$ cat src/inc/diag_report_consts.svh
`ifndef DIAG_REPORT_CONSTS_SVH
`define DIAG_REPORT_CONSTS_SVH

// status codes placed on the status code field
`define CODE_READY          10'h01E7
`define CODE_DEFECT         10'h01F4
`define CODE_FIELD_RANGE    10'h01EB
`define CODE_OVERVOLTAGE    10'h01EA
`define CODE_UNDERVOLTAGE   10'h01EC
`define CODE_OFFSET_COMP    10'h01ED

// failure detail field bit positions
`define DETAIL_ARITH_BIT    0
`define DETAIL_CHANNEL_BIT  1
`define DETAIL_MEMORY_BIT   2
`define DETAIL_HALL_BIT     3
`define DETAIL_WATCHDOG_BIT 4

// signature engine
`define SIG_BYTE_COUNT      30
`define SIG_POLY            8'h1D
`define SIG_RESET           8'h00

// register offsets of the plain register port
`define REG_CTRL            4'h0
`define REG_STATUS          4'h1
`define REG_SIG_DATA        4'h2
`define REG_SIG_RESULT      4'h3
`define REG_LATCHED         4'h4

// control register fields
`define CTRL_PHASE_LSB      0
`define CTRL_EXTENDED_BIT   2
`define CTRL_SIG_START_BIT  3
`define CTRL_ECU_RESET_BIT  4
`define CTRL_RESET_VALUE    8'h00

`endif

$ cat src/inc/diag_report_pkg.sv
package diag_report_pkg;

  typedef enum logic [1:0]
  {
    phase_init_1   = 2'h0,
    phase_init_2   = 2'h1,
    phase_init_3   = 2'h2,
    phase_run      = 2'h3
  } link_phase_t;

  typedef struct packed
  {
    logic watchdog;
    logic regulated_supply_low;
    logic below_por;
    logic reverse_polarity;
    logic arith_overflow;
    logic memory_checksum_fault;
    logic hall_broken;
    logic channel_broken;
    logic field_out_of_range;
    logic overvoltage;
    logic undervoltage;
    logic offset_comp;
  } fault_flags_t;

  typedef struct packed
  {
    logic       force_low;
    logic       error_flag;
    logic [9:0] status_code;
    logic [5:0] failure_detail;
  } frame_fields_t;

  typedef enum logic [2:0]
  {
    sig_idle = 3'b001,
    sig_run  = 3'b010,
    sig_done = 3'b100
  } sig_state_t;

endpackage : diag_report_pkg

$ cat src/hdl/signature_engine.sv
`timescale 1ns/10ps
`default_nettype none
`include "diag_report_consts.svh"

// byte-serial signature register used by the memory self-test
module signature_engine
#(
  parameter int unsigned BYTE_COUNT = `SIG_BYTE_COUNT
)
(
  // clock and reset
  input  wire logic       core_clk,
  input  wire logic       rst_b,
  input  wire logic       clk_en,
  // control
  input  wire logic       start,
  input  wire logic       byte_valid,
  input  wire logic [7:0] byte_data,
  // result
  output logic      [7:0] signature,
  output logic            done
);

  diag_report_pkg::sig_state_t state_q;
  diag_report_pkg::sig_state_t state_d;
  logic [7:0]                  misr_q;
  logic [7:0]                  misr_d;
  logic [4:0]                  count_q;
  logic [4:0]                  count_d;
  logic                        done_q;
  logic                        done_d;

  assign signature = misr_q;
  assign done      = done_q;

  always_comb
  begin
    state_d = state_q;
    misr_d  = misr_q;
    count_d = count_q;
    done_d  = done_q;
    unique case (state_q)
      diag_report_pkg::sig_idle,
      diag_report_pkg::sig_done:
      begin
        if (start)
        begin
          state_d = diag_report_pkg::sig_run;
          misr_d  = `SIG_RESET;
          count_d = 5'h00;
          done_d  = 1'b0;
        end
      end
      diag_report_pkg::sig_run:
      begin
        if (byte_valid)
        begin
          // shift, fold in the byte, and add the feedback when bit 7 drops out
          misr_d = {misr_q[6:0], 1'b0} ^ byte_data ^ (misr_q[7] ? `SIG_POLY : 8'h00);
          count_d = count_q + 5'h01;
          if (count_q == 5'(BYTE_COUNT - 1))
          begin
            state_d = diag_report_pkg::sig_done;
            done_d  = 1'b1;
          end
        end
      end
      default:
      begin
        state_d = diag_report_pkg::sig_idle;
      end
    endcase
  end

  always_ff @(posedge core_clk or negedge rst_b)
  begin
    if (!rst_b)
    begin
      state_q <= diag_report_pkg::sig_idle;
      misr_q  <= `SIG_RESET;
      count_q <= 5'h00;
      done_q  <= 1'b0;
    end
    else if (clk_en)
    begin
      state_q <= state_d;
      misr_q  <= misr_d;
      count_q <= count_d;
      done_q  <= done_d;
    end
  end

endmodule : signature_engine
`default_nettype wire

$ cat src/hdl/diag_error_reporter.sv
`timescale 1ns/10ps
`default_nettype none
`include "diag_report_consts.svh"

module diag_error_reporter
(
  // clock and reset
  input  wire logic                           core_clk,
  input  wire logic                           rst_b,
  input  wire logic                           clk_en,
  // fault flags from sensor core and analog side
  input  wire diag_report_pkg::fault_flags_t  fault_in,
  // link framer side
  input  wire logic                           frame_start,
  input  wire logic                           phase3_done,
  input  wire logic                           framer_tx_bit,
  input  wire logic [2:0]                     framer_counter_bits,
  input  wire logic [9:0]                     sensor_data,
  // register port
  input  wire logic [3:0]                     reg_addr,
  input  wire logic [7:0]                     reg_wdata,
  input  wire logic                           reg_write,
  input  wire logic                           reg_read,
  output logic      [7:0]                     reg_rdata,
  // frame contents and serial line
  output diag_report_pkg::frame_fields_t      frame_fields,
  output logic [2:0]                          frame_counter_bits,
  output logic                                link_tx_bit,
  output logic                                run_mode
);

  diag_report_pkg::fault_flags_t  sync1_q;
  diag_report_pkg::fault_flags_t  sync2_q;
  diag_report_pkg::fault_flags_t  flags;
  diag_report_pkg::frame_fields_t fields_q;
  diag_report_pkg::frame_fields_t fields_d;
  diag_report_pkg::link_phase_t   phase_q;
  diag_report_pkg::link_phase_t   phase_d;

  logic [7:0] ctrl_q;
  logic [7:0] ctrl_d;
  logic       defect_q;
  logic       defect_d;
  logic       masked_q;
  logic       masked_d;
  logic [5:0] detail_q;
  logic [5:0] detail_d;
  logic [7:0] rdata_q;
  logic [7:0] rdata_d;
  logic       tx_q;
  logic       tx_d;
  logic [2:0] cnt_q;
  logic [2:0] cnt_d;
  logic       sig_start_q;
  logic       sig_start_d;
  logic       sig_valid_q;
  logic       sig_valid_d;
  logic [7:0] sig_byte_q;
  logic [7:0] sig_byte_d;
  logic [7:0] signature;
  logic       sig_done;
  logic       force_low;
  logic       internal_fault;
  logic       other_fault;
  logic [5:0] detail_now;
  logic       ecu_reset;
  logic       run_q;
  logic       run_d;

  assign frame_fields       = fields_q;
  assign frame_counter_bits = cnt_q;
  assign link_tx_bit        = tx_q;
  assign reg_rdata          = rdata_q;
  assign run_mode           = run_q;

  // analog flags pass two flops; only the second stage is looked at
  always_ff @(posedge core_clk or negedge rst_b)
  begin
    if (!rst_b)
    begin
      sync1_q <= '0;
      sync2_q <= '0;
    end
    else if (clk_en)
    begin
      sync1_q <= fault_in;
      sync2_q <= sync1_q;
    end
  end

  always_comb
  begin
    flags             = sync2_q;
    flags.hall_broken = 1'b0;
  end

  assign force_low = flags.watchdog
                   | flags.regulated_supply_low
                   | flags.below_por
                   | flags.reverse_polarity;

  assign internal_fault = flags.arith_overflow | flags.memory_checksum_fault
                        | flags.hall_broken | flags.channel_broken
                        | flags.watchdog;

  assign other_fault = flags.field_out_of_range | flags.overvoltage
                     | flags.undervoltage | flags.offset_comp;

  always_comb
  begin
    detail_now                          = 6'h00;
    detail_now[`DETAIL_ARITH_BIT]       = flags.arith_overflow;
    detail_now[`DETAIL_CHANNEL_BIT]     = flags.channel_broken;
    detail_now[`DETAIL_MEMORY_BIT]      = flags.memory_checksum_fault;
    detail_now[`DETAIL_HALL_BIT]        = flags.hall_broken;
    detail_now[`DETAIL_WATCHDOG_BIT]    = flags.watchdog;
  end

  assign ecu_reset = reg_write && (reg_addr == `REG_CTRL)
                   && reg_wdata[`CTRL_ECU_RESET_BIT];

  // phase, latched defect and masking state
  always_comb
  begin
    phase_d  = phase_q;
    defect_d = defect_q;
    masked_d = masked_q;
    detail_d = detail_q | detail_now;
    unique case (phase_q)
      diag_report_pkg::phase_init_1,
      diag_report_pkg::phase_init_2:
      begin
        // faults here are remembered but not shown until phase III
        if (internal_fault | other_fault)
          masked_d = 1'b1;
        if (flags.memory_checksum_fault)
          defect_d = 1'b1;
        if (frame_start && phase_q == diag_report_pkg::phase_init_1)
          phase_d = diag_report_pkg::phase_init_2;
        else if (frame_start)
          phase_d = diag_report_pkg::phase_init_3;
      end
      diag_report_pkg::phase_init_3:
      begin
        if (internal_fault)
          defect_d = 1'b1;
        if (masked_q)
          defect_d = 1'b1;
        // a defective part stays in phase III until power is removed
        if (phase3_done && !defect_d)
          phase_d = diag_report_pkg::phase_run;
      end
      diag_report_pkg::phase_run:
      begin
        if (internal_fault)
          defect_d = 1'b1;
        else if (ecu_reset)
        begin
          defect_d = 1'b0;
          detail_d = 6'h00;
        end
      end
      default:
      begin
        phase_d = diag_report_pkg::phase_init_1;
      end
    endcase
    run_d = (phase_d == diag_report_pkg::phase_run);
  end

  // frame contents only change at a frame boundary, except force_low, which a fault sets at once
  always_comb
  begin
    fields_d = fields_q;
    tx_d     = force_low ? 1'b0 : framer_tx_bit;
    cnt_d    = framer_counter_bits;
    if (frame_start)
    begin
      fields_d.force_low      = force_low;
      fields_d.error_flag     = 1'b0;
      fields_d.status_code    = sensor_data;
      fields_d.failure_detail = 6'h00;
      if (phase_q == diag_report_pkg::phase_init_3)
      begin
        fields_d.status_code = (defect_q | masked_q) ? `CODE_DEFECT : `CODE_READY;
        fields_d.error_flag  = defect_q | masked_q;
      end
      else if (phase_q == diag_report_pkg::phase_run)
      begin
        if (defect_q | internal_fault)
        begin
          fields_d.status_code = `CODE_DEFECT;
          fields_d.error_flag  = 1'b1;
          if (ctrl_q[`CTRL_EXTENDED_BIT])
            fields_d.failure_detail = detail_q | detail_now;
        end
        else if (flags.field_out_of_range)
        begin
          fields_d.status_code = `CODE_FIELD_RANGE;
          fields_d.error_flag  = 1'b1;
        end
        else if (flags.overvoltage)
        begin
          fields_d.status_code = `CODE_OVERVOLTAGE;
          fields_d.error_flag  = 1'b1;
        end
        else if (flags.undervoltage)
        begin
          fields_d.status_code = `CODE_UNDERVOLTAGE;
          fields_d.error_flag  = 1'b1;
        end
        else if (flags.offset_comp)
        begin
          fields_d.status_code = `CODE_OFFSET_COMP;
          fields_d.error_flag  = 1'b1;
        end
      end
    end
    else if (force_low)
      fields_d.force_low = 1'b1;
  end

  // register port and signature feed
  always_comb
  begin
    ctrl_d      = ctrl_q;
    rdata_d     = 8'h00;
    sig_start_d = 1'b0;
    sig_valid_d = 1'b0;
    sig_byte_d  = sig_byte_q;
    if (reg_write)
    begin
      unique case (reg_addr)
        `REG_CTRL:
        begin
          ctrl_d      = reg_wdata & 8'h07;
          sig_start_d = reg_wdata[`CTRL_SIG_START_BIT];
        end
        `REG_SIG_DATA:
        begin
          sig_valid_d = 1'b1;
          sig_byte_d  = reg_wdata;
        end
        default:
        begin
        end
      endcase
    end
    if (reg_read)
    begin
      unique case (reg_addr)
        `REG_CTRL:       rdata_d = ctrl_q;
        `REG_STATUS:     rdata_d = {sig_done, run_mode, masked_q, defect_q,
                                    force_low, phase_q, tx_q};
        `REG_SIG_RESULT: rdata_d = signature;
        `REG_LATCHED:    rdata_d = {2'b00, detail_q};
        default:         rdata_d = 8'h00;
      endcase
    end
  end

  always_ff @(posedge core_clk or negedge rst_b)
  begin
    if (!rst_b)
    begin
      phase_q     <= diag_report_pkg::phase_init_1;
      defect_q    <= 1'b0;
      masked_q    <= 1'b0;
      detail_q    <= 6'h00;
      fields_q    <= '0;
      tx_q        <= 1'b0;
      cnt_q       <= 3'h0;
      ctrl_q      <= `CTRL_RESET_VALUE;
      rdata_q     <= 8'h00;
      sig_start_q <= 1'b0;
      sig_valid_q <= 1'b0;
      sig_byte_q  <= 8'h00;
      run_q       <= 1'b0;
    end
    else if (clk_en)
    begin
      phase_q     <= phase_d;
      defect_q    <= defect_d;
      masked_q    <= masked_d;
      detail_q    <= detail_d;
      fields_q    <= fields_d;
      tx_q        <= tx_d;
      cnt_q       <= cnt_d;
      ctrl_q      <= ctrl_d;
      rdata_q     <= rdata_d;
      sig_start_q <= sig_start_d;
      sig_valid_q <= sig_valid_d;
      sig_byte_q  <= sig_byte_d;
      run_q       <= run_d;
    end
  end

  signature_engine
  #(
    .BYTE_COUNT (`SIG_BYTE_COUNT)
  )
  u_signature
  (
    .core_clk   (core_clk),
    .rst_b      (rst_b),
    .clk_en     (clk_en),
    .start      (sig_start_q),
    .byte_valid (sig_valid_q),
    .byte_data  (sig_byte_q),
    .signature  (signature),
    .done       (sig_done)
  );

endmodule : diag_error_reporter
`default_nettype wire

$ cat config.mk
export PLATFORM = sky130hd
export DESIGN_NAME = diag_error_reporter
export DESIGN_NICKNAME = d
export VERILOG_FILES = /design/src/inc/diag_report_pkg.sv /design/src/hdl/signature_engine.sv /design/src/hdl/diag_error_reporter.sv
export VERILOG_INCLUDE_DIRS = /design/src /design/src/inc
export SDC_FILE = /design/constraint.sdc
export NUM_CORES = 1
export LEC_CHECK = 0
export BUFFER_PORTS_ARGS = -buffer_cell sky130_fd_sc_hd__buf_2
export CORE_MARGIN = 2
export CORE_UTILIZATION = 50
export CTS_CLUSTER_SIZE = 16
export DETAILED_ROUTE_END_ITERATION = 6
export HOLD_SLACK_MARGIN = 0.06
export PLACE_DENSITY = 0.84
export SETUP_SLACK_MARGIN = 0.02
export SYNTH_ARGS = -nofsm -noshare
export SYNTH_HDL_FRONTEND = slang
export SYNTH_SLANG_ARGS = --single-unit
$ cat constraint.sdc
create_clock -name core_clk -period 2.6 [get_ports core_clk]
set_clock_uncertainty 0.15 [all_clocks]
set_input_delay 0.13 -clock core_clk [delete_from_list [all_inputs] [get_ports core_clk]]
set_output_delay 0.13 -clock core_clk [all_outputs]
set_load 0.01 [all_outputs]
==> impl_metrics.json <==
{
  "grt_max_degree": 50,
  "synthFlopType": "dfrtp_1",
  "synth.avg_cell_area_um2": 11.05,
  "netlist_instances": 370,
  "core_um2": 7807,
  "synth.top_cell.area_share_pct": 54.48,
  "rows": 32,
  "path_clk_slew_ns": 0.09,
  "track_usage_pct": 23.61,
  "cts_root_buffer": "clkbuf_8",
  "worstSetupPathType": "flop to flop",
  "netlist_area_um2": 4088,
  "antenna_found_initial": 1,
  "drive_above_1_share_pct": 28.13,
  "cts_buffer_depth": 2,
  "fin_util_pct": 65.67,
  "period_minus_slack_ns": 2.066,
  "synth-edff-count": 0,
  "setup-violations-final": 0,
  "nNetsFinal": 522,
  "dieHeight_um": 94.42,
  "hold_viol_final": 0,
  "tightestPinTransition_ns": 0.6223,
  "start_util_pct": 52.36,
  "worstPathRequired_ns": 2.67,
  "first_global_vias": 3319,
  "cp-start-kind": "flop",
  "grt_remaining_overflow": 0,
  "drtIter0Drc": 350,
  "ys_top_cells_by_area": "dfrtp_1, mux2_2, o21ai_0, nor2_1, nand2_1",
  "cp.arrival_ns": 2.13,
  "maxCapViolCount": 0,
  "async_flop_share_pct": 100.0,
  "wire_per_inst_um": 16.80,
  "grt_pass1_wl_um": 16210,
  "hold_path.class": "input port to flop",
  "hpwl_um": 6521,
  "dp.cells": 529,
  "critPathCaptureType": "flop",
  "r2r_start": "detail_now[4]",
  "path_max_fanout": 6,
  "slew_headroom_pct": 58.13,
  "nFillCells": 584,
  "cts_tree": "done",
  "routed_wl_um": 9829,
  "seq_area_frac_synth_pct": 55.13,
  "syn_nets": 417,
  "ir_worst_vdd_mv": 0.3009,
  "p_total_mw": 3.050,
  "synth.distinct_cells": 47,
  "cts.sinks": 90,
  "run_status": "complete, no violations",
  "post-route-period-util_pct": 79.47,
  "ios": 76,
  "drc": 0,
  "fin_tns_setup_ns": 0,
  "dieArea_um2": 8914,
  "fmax_mhz": 484.0,
  "power_density_nw_per_um2": 594.8,
  "ant_nets": 0,
  "mostFrequentLayoutCells": "dfrtp_1, buf_2, dlygate4sd3_1",
  "final_common_cell": "dfrtp_1",
  "place_congestion": 0.8206,
  "io_buffers": 74,
  "dr.pass1.iters": 5,
  "cts_resized": 0,
  "slew_viol_final": 0,
  "yosysWarningCount": 0,
  "cts_buffers": 9,
  "rsz0062_at_grt": "no",
  "layout.cells.non_filler": 585,
  "ys_ff_latch": 90,
  "via_per_inst": 5.679,
  "hold_start": "reg_read",
  "htree_levels": 3,
  "routed-via-count": 3322,
  "syn2layout_area_growth_pct": 25.44,
  "synth_top_cell_by_area": "dfrtp_1",
  "cp-startpoint": "detail_now[4]",
  "clkLatencyLatePin_ns": 0.36,
  "p_leak_nw": 2.332,
  "fp.dieW_um": 94.42
}
==> cell families after synthesis <==
logic type / synth area share [%]
fa+ha+maj: 0.6121
xor+xnor: 3.000
buf+inv: 3.092
mux: 12.06
simple gates: 11.72
flops: 55.13
compound gates: 14.39
==> area by class of cell <==
cell class	instances	area, um2	share of cell area, %
flip-flops and latches	90	2253	43.95
multi-input cells	248	1708	33.31
repair buffers	116	793.3	15.47
well taps	102	127.6	2.489
clock buffers	9	123.9	2.416
clock inverters	7	76.32	1.489
inverters	10	37.54	0.7321
diodes	3	7.507	0.1464
==> routing by layer <==
layer	up-vias	part of all wire, %	GRT usage [%]
met5	-	0	0
met1	1601	43	30.94
li1	1531	-	-
met3	29	6.5	4.070
met2	161	48	38.81
met4	0	2.8	10.39
==> path summary, 6_finish.rpt <==
check | depth (start not counted) | endpoint | slack [ns]
max | 3 | frame_fields[14] | 0.53
min reg2reg | 1 | reg_rdata[5] | 0.34
max in group asynchronous | 3 | u_signature.state_q[0] | 1.45
min in group asynchronous | 2 | u_signature.count_q[3] | 0.16
max reg2reg | 3 | frame_fields[14] | 0.53
min | 4 | reg_rdata[3] | 0.09
==> per-stage QoR <==
stage	hold slack, ns	cell area [um2]	setup slack, ns
6_report	0.08669	5127	0.5338
5_1_grt	0.1085	5120	0.4628
4_1_cts	0.06578	5120	0.5834
3_5_place_dp	0.01096	4549	0.5722
3_3_place_gp	0.001545	4549	0.6276
2_1_floorplan	-0.3156	4088	0.7249
==> report_power, final <==
part	switching, mW	total (mW)	internal [mW]	leakage, nW
clock	0.515	0.968	0.453	0.0967
sequential	0.111	1.64	1.53	1.08
combinational	0.206	0.443	0.237	1.15
total	0.833	3.05	2.22	2.33
==> synthesized netlist by cell type (2+ instances only) <==
| cell | instances |
|---|---|
| nor4_1 | 2 |
| o31ai_1 | 12 |
| buf_2 | 2 |
| dfrtp_1 | 89 |
| nand2b_1 | 4 |
| o21ai_0 | 26 |
| inv_1 | 10 |
| or4_1 | 3 |
| xnor2_1 | 11 |
| o2bb2ai_1 | 8 |
| a21o_1 | 2 |
| o211ai_1 | 2 |
| ha_1 | 2 |
| a31oi_1 | 3 |
| clkbuf_1 | 19 |
| nor2_1 | 33 |
| or3_1 | 3 |
| nor3_1 | 6 |
| a21oi_1 | 15 |
| o22ai_1 | 4 |
| mux2_2 | 34 |
| mux2i_1 | 11 |
| nand4bb_1 | 3 |
| and2_1 | 2 |
| xor2_1 | 3 |
| a22o_1 | 5 |
| nand3_1 | 3 |
| nand2_1 | 31 |
| nand4_1 | 3 |
| or2_2 | 2 |
==> state kept, by name, indices dropped and copies added, names as in the netlist, 2 cells and up <==
name and flops:
detail_q 4, sync1_q 11, u_signature.count_q 5, ctrl_q 3, flags 7, reg_rdata 8
sig_byte_q 8, u_signature.state_q 3, frame_fields 17, phase_q 2, frame_counter_bits 3, u_signature.signature 8
detail_now 4
==> critical path, stage by stage, from the launching register on <==
cell	delay (ns)
dfrtp_1	0.44
or4_1	0.70
o41ai_4	0.49
a21oi_1	0.15
==> repair_timing <==
| action | 4_1_cts | 5_1_grt |
|---|---|---|
| buffers inserted | 0 | 0 |
| hold endpoints to repair | 82 | 0 |
| hold buffers | 37 | 0 |
Power figures use the tool's default switching activity.
